### config.mk
export PLATFORM = sky130hd
export DESIGN_NAME = rcad_align
export DESIGN_NICKNAME = d
export VERILOG_FILES = /design/src/verilog/rcad_pkg.sv /design/src/verilog/rcad_sync.sv /design/src/verilog/rcad_align.sv
export VERILOG_INCLUDE_DIRS = /design/src /design/src/verilog
export SDC_FILE = /design/constraint.sdc
export NUM_CORES = 1
export LEC_CHECK = 0
export BUFFER_PORTS_ARGS = -buffer_cell sky130_fd_sc_hd__buf_2
export CAP_MARGIN = 20
export CORE_MARGIN = 5
export CORE_UTILIZATION = 25
export CTS_BUF_LIST = sky130_fd_sc_hd__clkbuf_8 sky130_fd_sc_hd__clkbuf_16
export DETAILED_ROUTE_END_ITERATION = 8
export GPL_TIMING_DRIVEN = 0
export SLEW_MARGIN = 30
export SYNTH_ARGS = -nofsm -noshare
export SYNTH_HDL_FRONTEND = slang
export SYNTH_HIERARCHICAL = 1
export SYNTH_SLANG_ARGS = --single-unit
### constraint.sdc
create_clock -name ref_clk -period 8.5 [get_ports ref_clk]
set_clock_uncertainty 0.1 [all_clocks]
set_input_delay 0 -clock ref_clk [delete_from_list [all_inputs] [get_ports ref_clk]]
set_output_delay 0 -clock ref_clk [all_outputs]
set_load 0.005 [all_outputs]
### src/verilog/rcad_consts.svh
`ifndef RCAD_CONSTS_SVH
`define RCAD_CONSTS_SVH

// ==========================================================================
// Comma patterns, first received bit (a) held in bit 0.
`define RCAD_COMMA_POS   7'h7C
`define RCAD_COMMA_NEG   7'h03

// ==========================================================================
// Sub-block codes, written with bit a (or f) as the most significant bit.
`define RCAD_K28_RDM     6'h0F
`define RCAD_K28_RDP     6'h30
`define RCAD_D7_RDM      6'h38
`define RCAD_D7_RDP      6'h07
`define RCAD_F3_RDM      4'hC
`define RCAD_F3_RDP      4'h3
`define RCAD_A7_RDM      4'h7
`define RCAD_A7_RDP      4'h8

// ==========================================================================
// Substitute byte, reference character and reset values.
`define RCAD_ERR_BYTE    8'hFF
`define RCAD_K285_SYM    10'h17C
`define RCAD_K285_BYTE   8'hBC
`define RCAD_CDET_RST    1'b1
`define RCAD_CODEC_RST   1'b0
`define RCAD_BOUND_RST   4'h0
`define RCAD_RD_RST      1'b0

`endif

### src/verilog/rcad_pkg.sv
package rcad_pkg;
  // ========================================================================
  // Shared data types.
  typedef logic [9:0] rcad_sym_t;
  typedef logic [7:0] rcad_byte_t;
  typedef logic [3:0] rcad_pos_t;
endpackage

### src/verilog/rcad_sync.sv
`timescale 1ns/10ps

// ==========================================================================
// Two flip-flop synchroniser for a level arriving on a pin.
module rcad_sync #(
  parameter logic RST_VAL = 1'b0
) (
  input  wire logic ref_clk,
  input  wire logic rst_n,
  input  wire logic async_in,
  output logic      sync_out
);

  logic meta_r;

  // The first stage feeds only the second stage.
  always_ff @(posedge ref_clk or negedge rst_n) begin
    if (!rst_n) begin
      meta_r   <= RST_VAL;
      sync_out <= RST_VAL;
    end else begin
      meta_r   <= async_in;
      sync_out <= meta_r;
    end
  end

endmodule

### src/verilog/rcad_align.sv
`timescale 1ns/10ps
`include "rcad_consts.svh"

module rcad_align #(
  parameter int SYM_W  = 10,
  parameter int BYTE_W = 8
) (
  input  wire logic                ref_clk,
  input  wire logic                rst_n,
  input  wire rcad_pkg::rcad_sym_t rx_raw_word,
  input  wire logic                codec_enable,
  input  wire logic                comma_detect_enable,
  output rcad_pkg::rcad_sym_t      rx_parallel_bus,
  output logic                     rx_k_flag,
  output logic                     rx_code_error,
  output logic                     comma_sync,
  output rcad_pkg::rcad_pos_t      boundary_pos
);

  // ========================================================================
  // Elaboration check: the datapath is built for 8b/10b only.
  if (SYM_W != 10 || BYTE_W != 8) begin : g_bad_width
    $error("rcad_align supports only 10-bit symbols and 8-bit bytes.");
  end

  // ========================================================================
  // Functions.

  // Finds the lowest bit offset holding the positive comma.
  function automatic logic [4:0] first_hit(input logic [19:0] w);
    logic [4:0] r;
    r = 5'h00;
    for (int i = 9; i >= 0; i--) begin
      if (w[i +: 7] == `RCAD_COMMA_POS) begin
        r = {1'b1, 4'(i)};
      end
    end
    return r;
  endfunction

  // Counts ones in a sub-block.
  function automatic logic [2:0] ones(input logic [5:0] v);
    logic [2:0] n;
    n = 3'h0;
    for (int i = 0; i < 6; i++) begin
      n = n + {2'h0, v[i]};
    end
    return n;
  endfunction

  // Decodes abcdei into {valid, EDCBA}.
  function automatic logic [5:0] dec6(input logic [5:0] s);
    case (s)
      6'h27, 6'h18: dec6 = {1'b1, 5'h00};
      6'h1D, 6'h22: dec6 = {1'b1, 5'h01};
      6'h2D, 6'h12: dec6 = {1'b1, 5'h02};
      6'h31:        dec6 = {1'b1, 5'h03};
      6'h35, 6'h0A: dec6 = {1'b1, 5'h04};
      6'h29:        dec6 = {1'b1, 5'h05};
      6'h19:        dec6 = {1'b1, 5'h06};
      6'h38, 6'h07: dec6 = {1'b1, 5'h07};
      6'h39, 6'h06: dec6 = {1'b1, 5'h08};
      6'h25:        dec6 = {1'b1, 5'h09};
      6'h15:        dec6 = {1'b1, 5'h0A};
      6'h34:        dec6 = {1'b1, 5'h0B};
      6'h0D:        dec6 = {1'b1, 5'h0C};
      6'h2C:        dec6 = {1'b1, 5'h0D};
      6'h1C:        dec6 = {1'b1, 5'h0E};
      6'h17, 6'h28: dec6 = {1'b1, 5'h0F};
      6'h1B, 6'h24: dec6 = {1'b1, 5'h10};
      6'h23:        dec6 = {1'b1, 5'h11};
      6'h13:        dec6 = {1'b1, 5'h12};
      6'h32:        dec6 = {1'b1, 5'h13};
      6'h0B:        dec6 = {1'b1, 5'h14};
      6'h2A:        dec6 = {1'b1, 5'h15};
      6'h1A:        dec6 = {1'b1, 5'h16};
      6'h3A, 6'h05: dec6 = {1'b1, 5'h17};
      6'h33, 6'h0C: dec6 = {1'b1, 5'h18};
      6'h26:        dec6 = {1'b1, 5'h19};
      6'h16:        dec6 = {1'b1, 5'h1A};
      6'h36, 6'h09: dec6 = {1'b1, 5'h1B};
      6'h0E, 6'h0F, 6'h30: dec6 = {1'b1, 5'h1C};
      6'h2E, 6'h11: dec6 = {1'b1, 5'h1D};
      6'h1E, 6'h21: dec6 = {1'b1, 5'h1E};
      6'h2B, 6'h14: dec6 = {1'b1, 5'h1F};
      default:      dec6 = {1'b0, 5'h00};
    endcase
  endfunction

  // Decodes fghj into {valid, HGF}.
  function automatic logic [3:0] dec4(input logic [3:0] s);
    case (s)
      4'hB, 4'h4:             dec4 = {1'b1, 3'h0};
      4'h9:                   dec4 = {1'b1, 3'h1};
      4'h5:                   dec4 = {1'b1, 3'h2};
      4'hC, 4'h3:             dec4 = {1'b1, 3'h3};
      4'hD, 4'h2:             dec4 = {1'b1, 3'h4};
      4'hA:                   dec4 = {1'b1, 3'h5};
      4'h6:                   dec4 = {1'b1, 3'h6};
      4'hE, 4'h1, 4'h7, 4'h8: dec4 = {1'b1, 3'h7};
      default:                dec4 = {1'b0, 3'h0};
    endcase
  endfunction

  // ========================================================================
  // Pin synchronisers.
  logic codec_s;
  logic cdet_s;

  rcad_sync #(.RST_VAL(`RCAD_CODEC_RST)) u_sync_codec (
    .ref_clk  (ref_clk),
    .rst_n    (rst_n),
    .async_in (codec_enable),
    .sync_out (codec_s)
  );

  rcad_sync #(.RST_VAL(`RCAD_CDET_RST)) u_sync_cdet (
    .ref_clk  (ref_clk),
    .rst_n    (rst_n),
    .async_in (comma_detect_enable),
    .sync_out (cdet_s)
  );

  // ========================================================================
  // Alignment stage.
  rcad_pkg::rcad_sym_t raw_r;
  rcad_pkg::rcad_sym_t old_r;
  rcad_pkg::rcad_sym_t aligned_r;
  rcad_pkg::rcad_pos_t bound_r;
  logic                sync1_r;

  // Older bits sit low, so the window reads in arrival order.
  wire logic [19:0]         window    = {raw_r, old_r};
  wire logic [4:0]          hit       = first_hit(window);
  wire logic                hit_found = hit[4];
  wire logic                realign   = hit_found && cdet_s;
  // Boundary moves only on a fresh comma; otherwise it is held.
  wire rcad_pkg::rcad_pos_t bound_nxt = realign ? hit[3:0] : bound_r;
  // Realignment is a data multiplexer only; no clock is touched.
  wire rcad_pkg::rcad_sym_t aligned_nxt = window[bound_nxt +: 10];

  // Shift in raw words and latch the realigned character.
  always_ff @(posedge ref_clk or negedge rst_n) begin
    if (!rst_n) begin
      raw_r     <= 10'h000;
      old_r     <= 10'h000;
      aligned_r <= 10'h000;
      bound_r   <= `RCAD_BOUND_RST;
      sync1_r   <= 1'b0;
    end else begin
      raw_r     <= rx_raw_word;
      old_r     <= raw_r;
      aligned_r <= aligned_nxt;
      bound_r   <= bound_nxt;
      sync1_r   <= realign;
    end
  end

  // ========================================================================
  // Decode stage.
  logic rd_r;

  wire logic [5:0] s6 = {aligned_r[0], aligned_r[1], aligned_r[2],
                         aligned_r[3], aligned_r[4], aligned_r[5]};
  wire logic [3:0] s4 = {aligned_r[6], aligned_r[7], aligned_r[8], aligned_r[9]};
  wire logic       k28 = (s6 == `RCAD_K28_RDM) || (s6 == `RCAD_K28_RDP);
  // K28 in positive form carries an inverted trailing sub-block.
  wire logic [3:0] s4x = (s6 == `RCAD_K28_RDP) ? ~s4 : s4;
  wire logic [5:0] d6  = dec6(s6);
  wire logic [3:0] d4  = dec4(s4x);
  wire logic [4:0] x   = d6[4:0];
  wire logic       a7  = (s4 == `RCAD_A7_RDM) || (s4 == `RCAD_A7_RDP);
  wire logic       kx7 = a7 && (x == 5'h17 || x == 5'h1B || x == 5'h1D || x == 5'h1E);
  wire logic       a7_ok = k28 || kx7 || x == 5'h0B || x == 5'h0D || x == 5'h0E ||
                           x == 5'h11 || x == 5'h12 || x == 5'h14;
  wire logic       is_k = k28 || kx7;

  // Running disparity checks for both sub-blocks.
  wire logic [2:0] c6 = ones(s6);
  wire logic [2:0] c4 = ones({2'h0, s4});
  wire logic       e6 = (c6 == 3'h4 && rd_r) || (c6 == 3'h2 && !rd_r) ||
                        (s6 == `RCAD_D7_RDM && rd_r) || (s6 == `RCAD_D7_RDP && !rd_r);
  wire logic       rd_mid = (c6 == 3'h4) ? 1'b1 : ((c6 == 3'h2) ? 1'b0 : rd_r);
  wire logic       e4 = (c4 == 3'h3 && rd_mid) || (c4 == 3'h1 && !rd_mid) ||
                        (s4 == `RCAD_F3_RDM && rd_mid) || (s4 == `RCAD_F3_RDP && !rd_mid);
  wire logic       rd_nxt = (c4 == 3'h3) ? 1'b1 : ((c4 == 3'h1) ? 1'b0 : rd_mid);
  wire logic       code_err = !d6[5] || !d4[3] || (a7 && !a7_ok) || e6 || e4;

  // Select decoded byte, substitute byte, or raw character.
  wire rcad_pkg::rcad_sym_t bus_nxt =
    !codec_s ? aligned_r :
    code_err ? {2'h0, `RCAD_ERR_BYTE} :
               {2'h0, d4[2:0], d6[4:0]};
  wire logic k_nxt   = codec_s && is_k && !code_err;
  wire logic err_nxt = codec_s && code_err;

  // Output registers and running disparity.
  always_ff @(posedge ref_clk or negedge rst_n) begin
    if (!rst_n) begin
      rd_r            <= `RCAD_RD_RST;
      rx_parallel_bus <= 10'h000;
      rx_k_flag       <= 1'b0;
      rx_code_error   <= 1'b0;
      comma_sync      <= 1'b0;
      boundary_pos    <= `RCAD_BOUND_RST;
    end else begin
      rd_r            <= codec_s ? rd_nxt : rd_r;
      rx_parallel_bus <= bus_nxt;
      rx_k_flag       <= k_nxt;
      rx_code_error   <= err_nxt;
      comma_sync      <= sync1_r;
      boundary_pos    <= bound_r;
    end
  end
endmodule

# Word-level counts from Yosys, hierarchy flattened

Memory sizes are Yosys's and may differ from the RTL's.
Cells that the tools add are included.

Shift operators: 1
Reduce and logical (&&, ||, !) cells: 42
Add/sub/neg operators: 8
Equality and inequality tests: 32
Bitwise gates (word level): 1
Mux-type cells: 18

Operator list:

| cell               | count |
|---|---|
| $eq 7x7->1 const B | 10 |
| $mux 5             | 10 |
| $eq 5x5->1 const B | 7 |
| $logic_or 1x1->1   | 22 |
| $shiftx 20x5->10   | 1 |
| $eq 5x4->1 const B | 3 |
| $logic_and 1x1->1  | 14 |
| $add 3x1->3        | 4 |
| $eq 6x6->1 const B | 2 |
| $mux 10            | 1 |
| $eq 4x4->1 const B | 2 |
| $mux 4             | 2 |
| $mux 8             | 1 |
| $add 2x1->3        | 2 |
| $eq 3x2->1 const B | 2 |
| $eq 6x3->1 const B | 1 |
| $eq 6x4->1 const B | 1 |
| $logic_not 1->1    | 6 |
| $add 1x1->2        | 2 |
| $eq 4x2->1 const B | 1 |
| $eq 4x3->1 const B | 1 |
| $mux 1             | 4 |
| $not 4->4          | 1 |
| $eq 3x1->1 const B | 1 |
| $eq 3x3->1 const B | 1 |

Output and inout bits: 17
Register bits: 57
Word-level logic and storage cells: 119
ROM bits: 448
Bits of input ports: 14
Memories kept: 2

Memories:

| memory           | depth | bits a word | rd ports | clocked after memory_dff | write ports | line             | source |
|---|---|---|---|---|---|---|---|
| (name not given) | 64    | 6           | 1        | 0                        | 0           | rcad_align.sv:53 | `case (s)` |
| (name not given) | 16    | 4           | 1        | 0                        | 0           | rcad_align.sv:92 | `case (s)` |

# Longest topological paths before layout

An unclocked memory read counts as a cell.

Depth after elaboration: 20
Gate-level depth with buffers: 16
Depth with buffers taken out: 16

# Hierarchy

Netlist, hierarchy kept.

By module, submodules not included:

| module                    | times used | cells an instance | area each (um^2) |
|---|---|---|---|
| rcad_align                | 1          | 427               | 3932.5 |
| rcad_sync at u_sync_cdet  | 1          | 2                 | 52.6 |
| rcad_sync at u_sync_codec | 1          | 2                 | 50.0 |

# Worst setup path after synthesis

No wires, ideal clock.

Path type: reg-to-reg
Start: register aligned_r[0]
End: register rx_parallel_bus[5]
Cell stages (with the launch flop): 16
Arrival: 3.573 ns
Clock period less this slack: 3.809 ns
Library setup time: 0.136 ns
Required time: 8.264 ns
Slack: 4.691 ns
Path through: dfrtp_1 -> fa_1 -> inv_1 -> fa_1 -> inv_1 -> ha_1 -> inv_1 -> fa_1 -> a22oi_1 -> mux2i_1 -> nor4_1 -> o21ai_0 -> a21oi_1 -> nand2_1 -> a311oi_1 -> a32oi_1

Cells in the longest elaborated chain, start to end: 20
Elaborated cells on any way between the ends: 59
Classes of those cells: add/sub: 1; eq/ne: 16; mux: 5; reduce/logical: 35; memory: 2

RTL lines:

| item                          | line              | source |
|---|---|---|
| start: declaration            | rcad_align.sv:128 | `rcad_pkg::rcad_sym_t aligned_r;` |
| start signal: assignment      | rcad_align.sv:153 | `aligned_r <= aligned_nxt;` |
| $mem_v2 64x6                  | -                 |  |
| $eq 5x5->1                    | rcad_align.sv:173 | `wire logic kx7 = a7 && (x == 5'h17 \|\| x == 5'h1B \|\| x == 5'h1D \|\| x == 5'h1E);` |
| $logic_or 1x1->1 (3 in a row) | rcad_align.sv:173 |  |
| $logic_and 1x1->1             | rcad_align.sv:173 |  |
| $logic_or 1x1->1 (5 in a row) | rcad_align.sv:174 | `wire logic a7_ok = k28 \|\| kx7 \|\| x == 5'h0B \|\| x == 5'h0D \|\| x == 5'h0E \|\|` |
| $logic_or 1x1->1 (2 in a row) | rcad_align.sv:175 | `x == 5'h11 \|\| x == 5'h12 \|\| x == 5'h14;` |
| $logic_not 1->1               | rcad_align.sv:187 | `wire logic code_err = !d6[5] \|\| !d4[3] \|\| (a7 && !a7_ok) \|\| e6 \|\| e4;` |
| $logic_and 1x1->1             | rcad_align.sv:187 |  |
| $logic_or 1x1->1 (3 in a row) | rcad_align.sv:187 |  |
| $mux 8 *                      | rcad_align.sv:192 | `` code_err ? {2'h0, `RCAD_ERR_BYTE} : `` |
| $mux 10 *                     | rcad_align.sv:191 | `!codec_s ? aligned_r :` |
| via bus_nxt[5]                | rcad_align.sv:190 | `wire rcad_pkg::rcad_sym_t bus_nxt =` |
| end signal: assignment        | rcad_align.sv:208 | `rx_parallel_bus <= bus_nxt;` |
| end: declaration              | rcad_align.sv:13  | `output rcad_pkg::rcad_sym_t rx_parallel_bus,` |

Mark *: on every way through the listed nets, which the timed path passes. The rest lies on a longest branch.
A chain may end at the register's enable or synchronous reset.

# Worst setup path after layout

Start: register aligned_r[0]
End: register rx_parallel_bus[6]

Same word-level chain as after synthesis.

==> qor.csv <==
stage,metric,value,unit
synth,Yosys top cell area share,34.1,%
cells_and_area,ratio of cells with drive above 1 in the final layout,15.9,%
floorplan,chip width,137,µm
grt,vias in the first global route,3469,
grt,largest net degree at the start of global routing,58,
route,WL/cell,14.5,µm
cells_and_area,"commonest non-fill, non-tap cell in the layout",dfrtp_1,
setup_path,crit path capture type,flip-flop,
cells_and_area,Final Cell Area,4890,µm²
cells_and_area,Layout Nets,521,
synth,syn_nets,467,
grt,met3 usage,2.17,%
setup_path,CP required,8.60,ns
cells_and_area,"commonest cells after routing, fill and taps aside","dfrtp_1 (55), mux2i_1 (43), nand2_1 (39)",
clock_tree,# Post-CTS Setup Buffers,0,
grt,gr ovfl total,0,
clock_tree,CTS buffer count,9,
clock_tree,Clock Pin Slew Worst Setup and Hold Paths,0.06,ns
timing,RSZ-0062 raised after global routing,no,
floorplan,die area,18800,µm²
grt,M1 GR Usage,14.3,%
timing,Tmin final,4.35,ns
timing,final period utilization,51.1,%
timing,Final Setup Violations,0,
synth,Main synth FF type,dfrtp_1,
clock_tree,number of H-tree levels,3,
hold_path,Worst Hold Class,in -> async,
setup_path,crit start category,flip-flop,
synth,Mapped Cells,431,
pwr,leakage power,0.00222,µW
timing,Max-slew headroom,44.3,%
cells_and_area,area grow syn2layout,21.2,%
grt,total track usage,11.2,%
timing,final hold viol count,0,
timing,setup TNS,0,ns
placement,Post-DP HPWL,7410,µm
timing,Peak Freq,230,MHz
setup_path,worst setup path class,reg -> reg,
route,DR pass1 iterations,7,
setup_path,crit-path max FO,8,
placement,area post-placement,4460,µm²
floorplan,initial core utilization,25.4,%
synth,Post-synth EDFFs,0,
floorplan,DIE HEIGHT,137,µm
pwr,Peak VDD IR,0.156,mV
clock_tree,Clock Sinks,57,
status,outcome,completed,
clock_tree,# resized after CTS,0,
setup_path,crit-path cells,fa_1 -> inv_1 -> fa_1 -> inv_1 -> ha_1 -> inv_1 -> fa_1 -> a22oi_1 -> mux2i_1 -> nor4_1 -> o21ai_0 -> a21oi_1 -> nand2_1 -> a311oi_1 -> a32oi_1,
clock_tree,clk_lat worst skew,0.33,ns
grt,met2 usage,18.3,%
synth,post-synthesis sequential element count,57,
clock_tree,Clock Path Buffers,2,
clock_tree,CTS Root Cell,clkbuf_16,
grt,first-pass GRT wire length,17000,µm
cells_and_area,# diodes,0,
route,vias per cell,5.10,
pwr,PwrDens,339,nW/µm²
setup_path,CP peak stage delay,0.58,ns
synth,"Cell Area, Synth",4040,µm²
synth,Synthesis Warnings,6,
synth,sequential share of the synthesized area,35.4,%
synth,Post-synth ARST share,100,%
synth,cell taking the most area after synthesis,dfrtp_1,
cells_and_area,Final Util,30.8,%
synth,Synth area leaders,"dfrtp_1 (34%), mux2i_1 (11%), ha_1 (5.6%)",
setup_path,Worst Path Arrival,4.45,ns
grt,busiest layer in global routing,met2,
floorplan,CORE AREA,15900,µm²
timing,max-slew violations,0,
timing,worst slew pin tran,0.835,ns
placement,GP Congestion,0.977,
route,Post-Route WL,10300,µm
floorplan,row cnt,46,
floorplan,Top Ports,31,
setup_path,CP max-delay cell,fa_1,
grt,initial antenna violation count,0,
clock_tree,CTS tree,built,
route,drt drc,0,
synth,Mean Syn Cell Area,9.36,µm²
synth,synth unique cells,65,
flow_run,max-cap viol count,0,
route,via count,3604,
route,DRT antenna net count,0,
route,Starting DRT DRC Count,260,
placement,Port Buf Inserts,30,
## layer usage
layer / vias to the layer above / part of all wire [%]
li1: 1687 / -
met1: 1751 / 43
met2: 135 / 50
met3: 31 / 4.9
met4: 0 / 2.6
met5: - / 0
## synthesized netlist by cell type, types with 2 or more instances
cell type	instances
clkbuf_1	12
a32oi_1	6
dfstp_2	2
a2111oi_2	2
a221oi_1	2
o21ai_0	26
nand4_1	5
o21a_1	6
o22ai_1	2
and3_1	5
fa_1	4
nor2_1	28
nor3b_1	4
nand3b_1	4
nor2b_1	7
a31oi_1	9
inv_2	2
o211ai_1	2
maj3_1	2
buf_2	8
buf_4	3
nand2b_1	16
mux4_2	3
nand3_1	5
mux2_2	3
o32ai_1	2
inv_1	19
o2bb2ai_1	3
nor4bb_1	2
o41ai_1	2
xor2_1	2
nor3_1	7
a22oi_1	2
a21oi_1	27
mux2i_1	43
o21bai_1	2
dfrtp_1	55
a311oi_1	6
nand2_1	39
a211oi_1	6
a21o_1	2
nor4_1	4
ha_1	18
## power by group
part           total (µW)  switching (µW)  internal (µW)
Combinational         905             535            369
Clock                 361             132            229
Sequential            390            60.8            329
## registers in the layout (all words and copies together) (netlist names)
name,cells
aligned_r,10
bound_r,4
boundary_pos,4
comma_sync,1
old_r,10
raw_r,10
rd_r,1
rx_code_error,1
rx_k_flag,1
rx_parallel_bus,10
sync1_r,1
u_sync_cdet/meta_r,1
u_sync_cdet/sync_out,1
u_sync_codec/meta_r,1
u_sync_codec/sync_out,1
## area by class of cell
class	instances	area [µm²]
sequential	57	1430
fill	1667	11000
buffer	26	143
multi-input combinational	326	2380
clock buffer	9	225
tap	216	270
timing repair buffer	43	283
clock inverter	7	77.6
inverter	22	82.6
## kinds of logic (layout without fill, tap and decap cells)
family	after synthesis	after routing	synth area share, %
adder cells (fa/ha/maj)	24	24	8.06
multiplexers	50	50	13.7
AND/OR/NAND/NOR	134	134	17.1
buffers and inverters	48	107	5.58
AO/OA/AOI/OAI	116	116	19.6
XOR/XNOR	2	2	0.434
flip-flops	57	57	35.4
## critical path: cells and delay by family (launching register included)
family	cells	cell delay [ns]
adder cells (fa/ha/maj)	4	1.67
AO/OA/AOI/OAI	5	1.25
flip-flops	1	0.50
AND/OR/NAND/NOR	2	0.42
buffers and inverters	3	0.15
multiplexers	1	0.13
## through the flow
stage | setup slack, ns | hold slack [ns] | power [µW] | cells
6_report | 4.15 | 0.153 | 1660 | 706
5_1_grt | 3.90 | 0.198 | 1790 | 706
4_1_cts | 4.17 | 0.181 | 1660 | 706
3_5_place_dp | 4.22 | -0.000549 | 1280 | 677
3_3_place_gp | 4.15 | 0.00756 | 1260 | 677
2_1_floorplan | 4.69 | -0.396 | 1050 | 431
## final timing paths
kind                                             start                            to  slack (ns)  cells past startpoint
worst max-delay path            aligned_r[0]$_DFF_PN0_  rx_parallel_bus[6]$_DFF_PN0_        4.15                     15
worst min-delay path                             rst_n  rx_parallel_bus[6]$_DFF_PN0_        0.15                      2
worst max register to register  aligned_r[0]$_DFF_PN0_  rx_parallel_bus[6]$_DFF_PN0_        4.15                     15
worst min register to register       sync1_r$_DFF_PN0_          comma_sync$_DFF_PN0_        0.25                      0
max in group asynchronous                        rst_n            raw_r[9]$_DFF_PN0_        7.66                      2
min in group ref_clk                    rx_raw_word[2]            raw_r[2]$_DFF_PN0_        0.20                      2
## repair_timing
item                                    in CTS  in global routing
hold endpoints to repair                    67                  0
endpoints found under the setup margin       0                  0
hold buffers                                13                  0
(Power assumes the default switching activity.)
